`src/rtl/lctm_pkg.sv`:
```
// Package of constants and types for the link contention timeout monitor
// Notes on behaviour
// - Escape mode: six errors reported; otherwise only start, sync, end-sync detected.
// - Contention detectors recognise both-high and both-low faults.
// - Contention fault checks apply only on bidirectional data lanes.
// - HS receive timer measures time spent in high-speed receive.
// - Missing end-of-transmission before expiry raises an error during HS receive.
// - After expiry go LP receive, ignore bus until stop state, then flag.
// - HS receive timeout active for bidirectional or escape-mode links.
// - HS receive timer may run from a local clock, not the link clock.
// - Peripheral recognises end-of-transmission and stop state, returns to LP receive.
// - Bidirectional peripheral limits its LP transmit bus hold with a timer.
// - On LP transmit expiry release bus, LP receive, wait for stop state.
// - Peripheral keeps HS receive and LP transmit timers at least.
package lctm_pkg;
    // ========================================================
    // Widths and line states
    localparam int          CNT_W      = 24;
    localparam logic [1:0]  LP_STOP    = 2'h3;
    localparam logic [1:0]  LP_HS_REQ  = 2'h1;
    localparam logic [1:0]  LP_BRIDGE  = 2'h0;
    localparam int          SYNC_W     = 3;
    // ========================================================
    // Error flag positions
    localparam int ERR_SOT      = 0;
    localparam int ERR_SOT_SYNC = 1;
    localparam int ERR_EOT_SYNC = 2;
    localparam int ERR_ESC      = 3;
    localparam int ERR_LP_SYNC  = 4;
    localparam int ERR_FALSE    = 5;
    localparam int ERR_HS_RECEIVE_TIMEOUT   = 6;
    localparam int ERR_LTX_TO   = 7;
    localparam int ERR_CONT_HI  = 8;
    localparam int ERR_CONT_LO  = 9;
    localparam int ERR_W        = 10;
    localparam logic [ERR_W-1:0] ERR_RST = 10'h000;
    // ========================================================
    // Lane modes
    typedef enum logic [2:0] {
        LCTM_IDLE,
        LCTM_HS_RX,
        LCTM_LP_TX,
        LCTM_WAIT_STOP
    } lctm_mode_e;
endpackage

```
`src/rtl/lctm_monitor.sv`:
```
// Peripheral-side contention and timeout monitor for a serial display link
`timescale 1ns/1ps
`default_nettype none
module lctm_monitor (
    input  wire logic                       i_clk,
    input  wire logic                       i_rst,
    input  wire logic                       i_bidir,
    input  wire logic                       i_escape_en,
    input  wire logic [lctm_pkg::CNT_W-1:0] i_hs_receive_timeout,
    input  wire logic [lctm_pkg::CNT_W-1:0] i_lp_transmit_peripheral_timeout,
    input  wire logic                       i_link_clk,
    input  wire logic [1:0]                 i_lp_line,
    input  wire logic                       i_hs_active,
    input  wire logic                       i_eot,
    input  wire logic                       i_lp_tx_req,
    input  wire logic [1:0]                 i_lp_tx_drive,
    input  wire logic                       i_err_sot,
    input  wire logic                       i_err_sot_sync,
    input  wire logic                       i_err_eot_sync,
    input  wire logic                       i_err_esc,
    input  wire logic                       i_err_lp_sync,
    input  wire logic                       i_err_false,
    input  wire logic                       i_err_clear,
    output logic                            o_lp_tx_grant,
    output logic                            o_hs_rx_err,
    output logic                            o_ignore_bus,
    output logic [lctm_pkg::ERR_W-1:0]      o_err_flags,
    output logic [lctm_pkg::ERR_W-1:0]      o_err_report,
    output logic                            o_link_clk_seen
);
    // ========================================================
    // Input synchronisation
    logic [4:0] raw_in, sy;
    logic [1:0] line_s;
    logic       hs_s, eot_s, lclk_s;
    assign raw_in = {i_link_clk, i_eot, i_hs_active, i_lp_line};
    lctm_sync #(.W(5)) u_sync (
        .i_clk (i_clk),
        .i_rst (i_rst),
        .i_d   (raw_in),
        .o_q   (sy)
    );
    assign lclk_s = sy[4];
    assign eot_s  = sy[3];
    assign hs_s   = sy[2];
    assign line_s = sy[1:0];

    // ========================================================
    // Mode machine and timers
    lctm_pkg::lctm_mode_e          mode_r, mode_nxt;
    logic [lctm_pkg::CNT_W-1:0]    cnt_r, cnt_nxt;
    logic                          hs_err_r, hs_err_nxt;
    logic                          hs_receive_timeout_pend_r, hs_receive_timeout_pend_nxt;
    logic                          ltx_to_pend_r, ltx_to_pend_nxt;
    logic                          lclk_d_r, seen_r, seen_nxt;
    logic                          stop_seen, hrx_en, hrx_exp, ltx_exp;

    assign stop_seen = (line_s == lctm_pkg::LP_STOP);
    // HS receive timer enable
    assign hrx_en  = i_bidir | i_escape_en;
    assign hrx_exp = (cnt_r >= i_hs_receive_timeout);
    assign ltx_exp = (cnt_r >= i_lp_transmit_peripheral_timeout);

    always_comb begin
        mode_nxt        = mode_r;
        cnt_nxt         = cnt_r + 1'b1;
        hs_err_nxt      = 1'b0;
        hs_receive_timeout_pend_nxt = hs_receive_timeout_pend_r;
        ltx_to_pend_nxt = ltx_to_pend_r;
        seen_nxt        = lclk_s ^ lclk_d_r;
        case (mode_r)
            lctm_pkg::LCTM_IDLE: begin
                cnt_nxt = '0;
                // Timer restart on entry
                if (hs_s) begin
                    mode_nxt = lctm_pkg::LCTM_HS_RX;
                end else if (i_lp_tx_req && i_bidir) begin
                    mode_nxt = lctm_pkg::LCTM_LP_TX;
                end
            end
            lctm_pkg::LCTM_HS_RX: begin
                // Local-clock timer of HS receive
                if (eot_s || !hs_s) begin
                    // End seen; leave via stop state
                    mode_nxt = lctm_pkg::LCTM_WAIT_STOP;
                    cnt_nxt  = '0;
                end else if (hrx_en && hrx_exp) begin
                    // Expiry signalled while still in HS receive
                    hs_err_nxt      = 1'b1;
                    hs_receive_timeout_pend_nxt = 1'b1;
                    mode_nxt        = lctm_pkg::LCTM_WAIT_STOP;
                    cnt_nxt         = '0;
                end
            end
            lctm_pkg::LCTM_LP_TX: begin
                // Bus hold limit
                if (!i_lp_tx_req) begin
                    mode_nxt = lctm_pkg::LCTM_IDLE;
                    cnt_nxt  = '0;
                end else if (ltx_exp) begin
                    // Release and wait for stop
                    ltx_to_pend_nxt = 1'b1;
                    mode_nxt        = lctm_pkg::LCTM_WAIT_STOP;
                    cnt_nxt         = '0;
                end
            end
            lctm_pkg::LCTM_WAIT_STOP: begin
                cnt_nxt = '0;
                // Host stop state ends the wait
                if (stop_seen && !hs_s) begin
                    mode_nxt        = lctm_pkg::LCTM_IDLE;
                    hs_receive_timeout_pend_nxt = 1'b0;
                    ltx_to_pend_nxt = 1'b0;
                end
            end
            default: begin
                mode_nxt = lctm_pkg::LCTM_IDLE;
                cnt_nxt  = '0;
            end
        endcase
    end

    always_ff @(posedge i_clk or posedge i_rst) begin
        if (i_rst) begin
            mode_r        <= lctm_pkg::LCTM_IDLE;
            cnt_r         <= '0;
            hs_err_r      <= 1'b0;
            hs_receive_timeout_pend_r <= 1'b0;
            ltx_to_pend_r <= 1'b0;
            lclk_d_r      <= 1'b0;
            seen_r        <= 1'b0;
        end else begin
            mode_r        <= mode_nxt;
            cnt_r         <= cnt_nxt;
            hs_err_r      <= hs_err_nxt;
            hs_receive_timeout_pend_r <= hs_receive_timeout_pend_nxt;
            ltx_to_pend_r <= ltx_to_pend_nxt;
            lclk_d_r      <= lclk_s;
            seen_r        <= seen_nxt;
        end
    end

    // ========================================================
    // Error flags; a new event beats a clear in the same cycle
    logic [lctm_pkg::ERR_W-1:0] err_r, err_nxt, ev;
    logic                       stop_exit, drive_lp;

    // Waiting for the stop state; decoded for the exit edge and the output
    function automatic logic is_waiting(input lctm_pkg::lctm_mode_e m);
        return m == lctm_pkg::LCTM_WAIT_STOP;
    endfunction

    // We drive a level but the settled line shows another; the line lags by
    // the synchroniser, so a fault is flagged a few cycles after it starts
    function automatic logic cont_fault(
        input logic [1:0] drive,
        input logic [1:0] line,
        input logic [1:0] level
    );
        return (drive == level) && (line != level);
    endfunction

    assign stop_exit = is_waiting(mode_r) && (mode_nxt == lctm_pkg::LCTM_IDLE);
    assign drive_lp  = (mode_r == lctm_pkg::LCTM_LP_TX);

    always_comb begin
        ev = '0;
        // Start, sync and end-sync always detected
        ev[lctm_pkg::ERR_SOT]      = i_err_sot;
        ev[lctm_pkg::ERR_SOT_SYNC] = i_err_sot_sync;
        ev[lctm_pkg::ERR_EOT_SYNC] = i_err_eot_sync;
        ev[lctm_pkg::ERR_ESC]      = i_err_esc & i_escape_en;
        ev[lctm_pkg::ERR_LP_SYNC]  = i_err_lp_sync & i_escape_en;
        ev[lctm_pkg::ERR_FALSE]    = i_err_false & i_escape_en;
        // Timeout flags set only once stop state is seen
        ev[lctm_pkg::ERR_HS_RECEIVE_TIMEOUT]   = stop_exit & hs_receive_timeout_pend_r;
        ev[lctm_pkg::ERR_LTX_TO]   = stop_exit & ltx_to_pend_r;
        // Both-high and both-low contention, bidirectional lanes only
        ev[lctm_pkg::ERR_CONT_HI]  = i_bidir & drive_lp
                                     & cont_fault(i_lp_tx_drive, line_s, lctm_pkg::LP_STOP);
        ev[lctm_pkg::ERR_CONT_LO]  = i_bidir & drive_lp
                                     & cont_fault(i_lp_tx_drive, line_s, lctm_pkg::LP_BRIDGE);
        err_nxt = (i_err_clear ? lctm_pkg::ERR_RST : err_r) | ev;
    end

    always_ff @(posedge i_clk or posedge i_rst) begin
        if (i_rst) begin
            err_r <= lctm_pkg::ERR_RST;
        end else begin
            err_r <= err_nxt;
        end
    end

    // ========================================================
    // Report register; tracks the flags, the escape gate acts one cycle late
    logic [lctm_pkg::ERR_W-1:0] rep_r, rep_nxt;

    always_comb begin
        // Reporting only with escape mode
        rep_nxt = i_escape_en ? err_nxt : lctm_pkg::ERR_RST;
    end

    always_ff @(posedge i_clk or posedge i_rst) begin
        if (i_rst) begin
            rep_r <= lctm_pkg::ERR_RST;
        end else begin
            rep_r <= rep_nxt;
        end
    end

    // ========================================================
    // Outputs
    assign o_lp_tx_grant   = drive_lp;
    assign o_ignore_bus    = is_waiting(mode_r);
    assign o_hs_rx_err     = hs_err_r;
    assign o_err_flags     = err_r;
    assign o_err_report    = rep_r;
    assign o_link_clk_seen = seen_r;
endmodule
`default_nettype wire

```
`src/rtl/lctm_sync.sv`:
```
// Three-stage synchroniser with second/third agreement
`timescale 1ns/1ps
`default_nettype none
module lctm_sync #(
    parameter int W = 1
) (
    input  wire logic         i_clk,
    input  wire logic         i_rst,
    input  wire logic [W-1:0] i_d,
    output var  logic [W-1:0] o_q
);
    // ========================================================
    // Stages
    logic [W-1:0] s1_r, s2_r, s3_r, q_r;
    logic [W-1:0] q_nxt;
    genvar g;
    generate
        for (g = 0; g < W; g++) begin : g_bit
            // A bit changes only when two settled stages agree
            always_comb begin
                q_nxt[g] = (s2_r[g] == s3_r[g]) ? s3_r[g] : q_r[g];
            end
        end
    endgenerate
    always_ff @(posedge i_clk or posedge i_rst) begin
        if (i_rst) begin
            s1_r <= '0;
            s2_r <= '0;
            s3_r <= '0;
            q_r  <= '0;
        end else begin
            s1_r <= i_d;
            s2_r <= s1_r;
            s3_r <= s2_r;
            q_r  <= q_nxt;
        end
    end
    assign o_q = q_r;
endmodule
`default_nettype wire
```
`config.mk`:
```
export PLATFORM = sky130hd
export DESIGN_NAME = lctm_monitor
export DESIGN_NICKNAME = d
export VERILOG_FILES = /design/src/rtl/lctm_pkg.sv /design/src/rtl/lctm_monitor.sv /design/src/rtl/lctm_sync.sv
export SDC_FILE = /design/constraint.sdc
export NUM_CORES = 1
export LEC_CHECK = 0
export ABC_AREA = 1
export BUFFER_PORTS_ARGS = -buffer_cell sky130_fd_sc_hd__buf_2
export CORE_ASPECT_RATIO = 1.5
export CORE_MARGIN = 4
export CORE_UTILIZATION = 47
export DETAILED_ROUTE_END_ITERATION = 6
export MAX_ROUTING_LAYER = met4
export PLACE_DENSITY = 0.75
export SLEW_MARGIN = 20
export SYNTH_ARGS = -nofsm -noshare
export SYNTH_HDL_FRONTEND = slang
export SYNTH_HIERARCHICAL = 1
export SYNTH_SLANG_ARGS = --single-unit
```
`constraint.sdc`:
```
create_clock -name i_clk -period 1.7 [get_ports i_clk]
set_input_delay 0.085 -clock i_clk [delete_from_list [all_inputs] [get_ports i_clk]]
set_output_delay 0.085 -clock i_clk [all_outputs]
set_load 0.01 [all_outputs]
```
==> reports/results.tsv, run 1 <==
metric	value	unit
status	finished, violations left	
violated checks	setup timing	
Routability Congestion	0.917	
asr flop ratio synth	1.00	
Worst Path Max Fanout	6	
Final Max Tran Viols	0	
Max clock buf depth	2	
# H-tree levels	3	
post-synthesis sequential area ratio	0.402	
first drt pass iteration count	5	
pin count of the biggest net entering global routing	34	
ys flop type	dfrtp_1	
first-pass GRT wire length	17900	um
Max VDD drop	0.000709	V
number of global-route vias before repair	4177	
dpl hpwl	8510	um
layout cells sized above 1	0.366	
critical path type	flip-flop to flip-flop	
IO buf count	90	
Place WS	-0.221	ns
DR vias	4041	
Die Ht	128	um
final setup fails	29	
Total GRT Usage	0.210	
FF/Latch Area	1810	um2
I/O pins	91	
total of max-cap violations	0	
Synth cell types	35	
Worst path max stage delay	0.45	ns
Worst EP arrival	2.21	ns
WL final	11500	um
multi-input combinational cell area	2560	um2
RSZ-0062 raised after global routing	true	
Period minus WS final	1.95	ns
GRT Residual Overflow	0	
Initial Utilization	0.481	
setup slack after layout	-0.252	ns
worst hold path type	input port to flip-flop	
WL/cell	14.2	um
ANT cells	0	
Fill cells	743	
Avg Cell Area, Syn	8.36	um2
Worst R2R Setup Slack	-0.25	ns
fmax	512	MHz
# rows	43	
DRC errors left	0	
endpoints failing hold	0	
later-pin clock latency in the skew report	0.34	ns
Root Driver	clkbuf_16	
1st-iter DRT viols	174	
#FFs+latches synth	72	
initial antenna violation count	0	
Post-synth EDFFs	0	
Post-Syn Instances	536	
clock sink total	72	
area leader, netlist	dfrtp_1	
CTS tree	yes	
top area cells in the synthesized netlist	dfrtp_1 (40%), ha_1 (14%), nand2_1 (9.4%)	
PD cells	686	nW/um2
yosys warns	6	
Die X	87.7	um
cells along the critical path	ha_4, a21oi_1, nand2_2, nand2_2, nand3_2, a21oi_4, nand3_4, clkbuf_16, a21oi_2	
final worst path period share	1.15	
Worst path slowest cell	dfrtp_1	
Worst Setup End Kind	flip-flop	
Reg clk slew, reported paths	0.06	ns
setup TNS	-6.03	ns
Leakage	3.30	nW
Worst Setup Start Kind	flip-flop	
Syn Nets	652	
core area	9310	um2
nets@finish	810	
Max transition margin	0.528	
Mapped Area	4480	um2
cts bufs inserted	9	
hold slack	0.0258	ns
post-synth top area share	0.402	
Antenna Violating Nets Remaining	0	
Worst path most repeated cell	nand2_2	
DR vias/cell	4.98	
Area Growth Syn to Fin	40.1	%
WP data required	1.96	ns
Setup Skew	0.00586	ns
slew of the pin with the lowest slew margin	0.707	ns
die area	11200	um2
==> logic make-up after synthesis <==
group,after synthesis,share of synthesized area
buf+inv,114,0.106
xor+xnor,17,0.0332
fa+ha+maj,49,0.137
simple gates,213,0.221
flops,72,0.402
compound gates,70,0.0994
other cells,1,0.000837
==> where the power goes <==
part / internal [W] / total [W] / switching [W] / leakage (nW)
registers: 0.00180 / 0.00185 / 0.0000474 / 0.913
logic: 0.000262 / 0.000595 / 0.000333 / 2.25
clock network: 0.00114 / 0.00186 / 0.000721 / 0.139
==> critical path, delay by kind of cell, from the launching register on <==
family	cells	cell delay, ns
adders and majority gates	1	0.25
and+or+nand+nor	4	0.43
buffers and inverters	1	0.21
DFF	1	0.45
AOI/OAI and AO/OA	3	0.55
==> synth_stat cells, types with 2 or more instances <==
| library cell | number |
|---|---|
| o21a_1 | 3 |
| nand2_2 | 4 |
| buf_6 | 2 |
| ha_1 | 49 |
| nor2_2 | 7 |
| nor4_1 | 2 |
| nor3_2 | 4 |
| nor2_1 | 40 |
| a21oi_2 | 21 |
| inv_1 | 107 |
| a21oi_1 | 34 |
| dfrtp_1 | 72 |
| o22ai_1 | 3 |
| o21ai_0 | 6 |
| nor3_1 | 4 |
| inv_2 | 2 |
| nand4_1 | 11 |
| nand3_1 | 17 |
| xor2_1 | 14 |
| buf_12 | 2 |
| xnor2_1 | 3 |
| nand3b_1 | 3 |
| nand2_1 | 112 |
| nand3_2 | 3 |
==> area by class of cell <==
class,count,area share
Multi-Input combinational cell,350,0.407
Sequential cell,72,0.288
Timing Repair Buffer,152,0.170
Inverter,109,0.0652
Clock buffer,10,0.0365
Tap cell,112,0.0223
Clock inverter,6,0.0108
==> timing repair <==
| item | CTS | global route |
|---|---|---|
| cloned | 0 | 3 |
| endpoints found under the setup margin | 28 | 29 |
| hold buffers | 10 | 0 |
| hold endpoints to repair | 49 | 0 |
| setup buffers | 4 | 4 |
| gates resized for setup | 11 | 49 |
| pin swaps | 2 | 10 |
==> state kept, by name, summed over array words and instances (netlist names) <==
register / count
o_hs_rx_err: 1
u_sync/s2_r: 5
cnt_r: 24
lclk_d_r: 1
o_err_flags: 10
o_err_report: 10
u_sync/o_q: 5
o_link_clk_seen: 1
ltx_to_pend_r: 1
hs_receive_timeout_pend_r: 1
mode_r: 3
u_sync/s1_r: 5
u_sync/s3_r: 5
==> metal layers <==
layer | up-vias | GRT usage | part of all wire
li1 | 2015 | - | -
met1 | 1898 | 0.209 | 0.36
met2 | 90 | 0.389 | 0.56
met3 | 38 | 0.0265 | 0.030
met4 | 0 | 0.108 | 0.043
met5 | - | - | 0
==> cells in the final DEF, fill, tap and decap left out, types with 5 or more instances in the layout <==
master and count:
nand2_2 16, nor2_2 11, inv_1 105, buf_2 90, ha_1 32, clkbuf_16 12, nand2_1 99, nand3_2 5
nand4_1 11, a21oi_1 27, o21ai_0 5, ha_4 17, buf_12 6, xor2_1 14, dlygate4sd3_1 10, nor2_1 34
dfrtp_1 68, nand3_1 14, a21oi_2 24, buf_4 43
==> path summary, 6_finish.rpt <==
check | start | end | cells past startpoint
setup / recovery | cnt_r[11] | cnt_r[15] | 9
hold / removal | i_err_false | o_err_report[5] | 3
setup reg to reg | cnt_r[11] | cnt_r[15] | 9
hold reg to reg | u_sync/s1_r[1] | u_sync/s2_r[1] | 0
max in group asynchronous | i_rst | u_sync/o_q[4] | 3
min in group asynchronous | i_rst | cnt_r[4] | 3
==> stage by stage <==
step                      power, W  instances  utilization  cell area (um2)
after floorplan            0.00216        536            -             4480
after global placement     0.00236        774        0.579             5390
after detailed placement   0.00239        774        0.579             5390
after CTS                  0.00429        804        0.630             5860
after global routing       0.00451        811        0.675             6280
final                      0.00430        811        0.675             6280
No activity file was read; power rests on OpenSTA's default activity.
==> inputs of run 2 (changes only) <==
--- a/config.mk
+++ b/config.mk
@@ -5,10 +5,9 @@
 export SDC_FILE = /design/constraint.sdc
 export NUM_CORES = 1
 export LEC_CHECK = 0
-export ABC_AREA = 1
 export BUFFER_PORTS_ARGS = -buffer_cell sky130_fd_sc_hd__buf_2
 export CORE_ASPECT_RATIO = 1.5
-export CORE_MARGIN = 4
+export CORE_MARGIN = 1
 export CORE_UTILIZATION = 47
 export DETAILED_ROUTE_END_ITERATION = 6
 export MAX_ROUTING_LAYER = met4
==> reports/results.tsv, run 2 <==
metric	value	unit	change
status	finished, violations left		
violated checks	setup timing		
Max transition margin	0.516		-0.0121
post-synthesis sequential area ratio	0.437		+0.0345
reg2reg path depth	10		+1
sequential power share	0.410		-0.019
Worst EP arrival	2.78	ns	+0.57 ns
area leader, netlist	dfrtp_1		
ys flop type	dfrtp_1		
Setup Skew	0.0100	ns	+0.00418 ns
Simple-Gate Fraction of Synth Area	0.130		-0.0914
Post-Syn Instances	399		-26%
pin count of the biggest net entering global routing	27		-21%
max reg flops	24		unchanged
Mapped Area	4130	um2	-7.9%
# rows	41		-4.7%
later-pin clock latency in the skew report	0.33	ns	about the same
setup slack after layout	-0.825	ns	-0.573 ns
Die Ht	117	um	-8.5%
post-synth top area share	0.437		+0.0345
Reg clk slew, reported paths	0.06	ns	about the same
total of max-cap violations	0		unchanged
crit path to	cnt_r[0]		
dpl hpwl	7330	um	-14%
worst hold path type	input port to flip-flop		
critical path type	flip-flop to flip-flop		
ANT cells	0		unchanged
RSZ-0062 raised after global routing	true		
GRT Residual Overflow	0		unchanged
number of global-route vias before repair	3867		-7.4%
nets@finish	687		-15%
first drt pass iteration count	4		-1
Synth Area in Compound Gates	0.150		+0.0507
design area	6250	um2	-0.40%
WL final	12200	um	+6.0%
DR vias	3703		-8.4%
1st-iter DRT viols	249		+43%
commonest cells in the synthesized netlist	dfrtp_1 (72), inv_1 (56), ha_1 (49), nor2_1 (22), nand2_1 (21)		
mux contribution to synthesized area	0		unchanged
Post-Synth XOR/XNOR Area	0.0488		+0.0156
Worst Setup End Kind	flip-flop		
Critical Path Source	cnt_r[15]		
Syn Nets	515		-21%
#FFs+latches synth	72		unchanged
Period minus WS final	2.53	ns	+0.573 ns
WL/cell	17.8	um	+26%
Max VDD drop	0.000825	V	+16%
Worst Path Max Fanout	15		+9
most frequent cell after synthesis	dfrtp_1		
asr flop ratio synth	1.00		unchanged
Top reg by flops	cnt_r		
PD cells	716	nW/um2	+4.4%
Post-synth EDFFs	0		unchanged
dpl cell area	5080	um2	-5.7%
DRC errors left	0		unchanged
Antenna Violating Nets Remaining	0		unchanged
Leakage	2.99	nW	-9.3%
slew of the pin with the lowest slew margin	0.725	ns	+0.0181 ns
hold slack	0.120	ns	+0.0941 ns
endpoints failing hold	0		unchanged
worst reg2reg startpoint	cnt_r[15]		
Die X	78.5	um	-11%
Worst Setup Start Kind	flip-flop		
Worst R2R Setup Slack	-0.83	ns	-0.57 ns
Root Driver	clkbuf_16		
layout cells sized above 1	0.415		+0.0487
Routability Congestion	0.818		-11%
main combinational cell family by area after synthesis	adder cells		
most frequent cells in the layout	buf_2 (90), dfrtp_1 (72), inv_1 (55)		
Initial Utilization	0.488		+0.00613
yosys warns	6		unchanged
die area	9170	um2	-18%
final setup fails	29		unchanged
first-pass GRT wire length	17400	um	-2.7%
Synth cell types	42		+20%
final worst path period share	1.49		+0.337
Clk network pwr share	0.476		+0.044
Comb pwr share	0.114		-0.024
CTS tree	yes		
core area	8460	um2	-9.1%
Total GRT Usage	0.259		+0.0486
most common cell after layout, fill and taps aside	buf_2		
initial antenna violation count	0		unchanged
Max clock buf depth	2		unchanged
Area Growth Syn to Fin	51.5	%	
P_sw	0.00101	W	-8.2%
# H-tree levels	3		unchanged
clock sink total	72		unchanged
fmax	396	MHz	-23%
worst reg2reg path endpoint	cnt_r[0]		
I/O pins	91		unchanged
WP data required	1.95	ns	about the same
Sw Ratio	0.226		-0.0300
Final Max Tran Viols	0		unchanged
IO buf count	90		unchanged
internal power	0.00346	W	+8.1%
Place WS	-0.790	ns	-0.569 ns
DR vias/cell	5.42		+8.8%
cts bufs inserted	9		unchanged
Avg Cell Area, Syn	10.3	um2	+24%
adder-cell share of the synthesized area	0.162		+0.0254
top area cells in the synthesized netlist	dfrtp_1 (44%), ha_1 (15%), a31oi_2 (6.1%)		
run 2: cells by family after synthesis:
family	count (synthesis)
simple gates	103
flops	72
other cells	1
buf+inv	67
compound gates	79
fa+ha+maj	54
xor+xnor	23
run 2: layout make-up:
type | instances | area, um2
multi-input cells | 260 | 2540
fillers | 543 | 2210
flip-flops and latches | 72 | 1800
repair buffers | 171 | 1220
clock buffers | 10 | 229
inverters | 57 | 214
well taps | 107 | 134
clock inverters | 6 | 108
run 2: critical path, stage by stage (launching register included):
cell and delay [ns]:
dfrtp_1 0.42, buf_4 0.16, ha_1 0.30, buf_4 0.15
a21oi_1 0.18, o21ai_1 0.11, a21oi_1 0.20, o211ai_1 0.17
or3_4 0.40, buf_12 0.19, a31oi_2 0.17
run 2: worst min-delay path by stage:
stage | startpoint | to | slack (ns) | cells past startpoint
2_1_floorplan | i_rst | u_sync/o_q[0] | 0.05 | 1
3_3_place_gp | i_rst | lclk_d_r | 0.06 | 2
3_5_place_dp | i_rst | o_link_clk_seen | 0.06 | 2
4_1_cts | i_escape_en | o_err_report[0] | 0.11 | 2
5_1_grt | i_escape_en | o_err_report[8] | 0.12 | 2
6_report | i_escape_en | o_err_report[0] | 0.12 | 2
run 2: timing repair:
action,4_1_cts,5_1_grt
setup buffers,13,2
cloned,2,1
endpoints found under the setup margin,29,32
hold endpoints to repair,44,0
pin swaps,13,9
resized for setup,36,34
hold buffers,14,0
run 2: through the flow:
stage / instances / setup TNS, ns / total power (W) / util
final: 683 / -22.28 / 0.00447 / 0.739
after global routing: 683 / -24.45 / 0.00463 / 0.739
after CTS: 681 / -21.36 / 0.00444 / 0.703
after detailed placement: 636 / -20.72 / 0.00227 / 0.600
after global placement: 636 / -19.45 / 0.00224 / 0.600
after floorplan: 399 / -16.62 / 0.00207 / -
run 2: power groups by stage:
stage	Clock [W]	Sequential, W	Combinational (W)
after floorplan	0	0.00187	0.000202
after global placement	0	0.00186	0.000386
after detailed placement	0	0.00186	0.000403
after CTS	0.00214	0.00183	0.000466
after global routing	0.00222	0.00184	0.000570
final	0.00213	0.00183	0.000511
run 2: layer usage:
layer	share of wire	vias to the layer above	GRT usage
met3	0.034	53	0.0313
li1	-	1740	-
met2	0.56	118	0.486
met4	0.053	0	0.157
met1	0.35	1792	0.250
met5	0	-	-
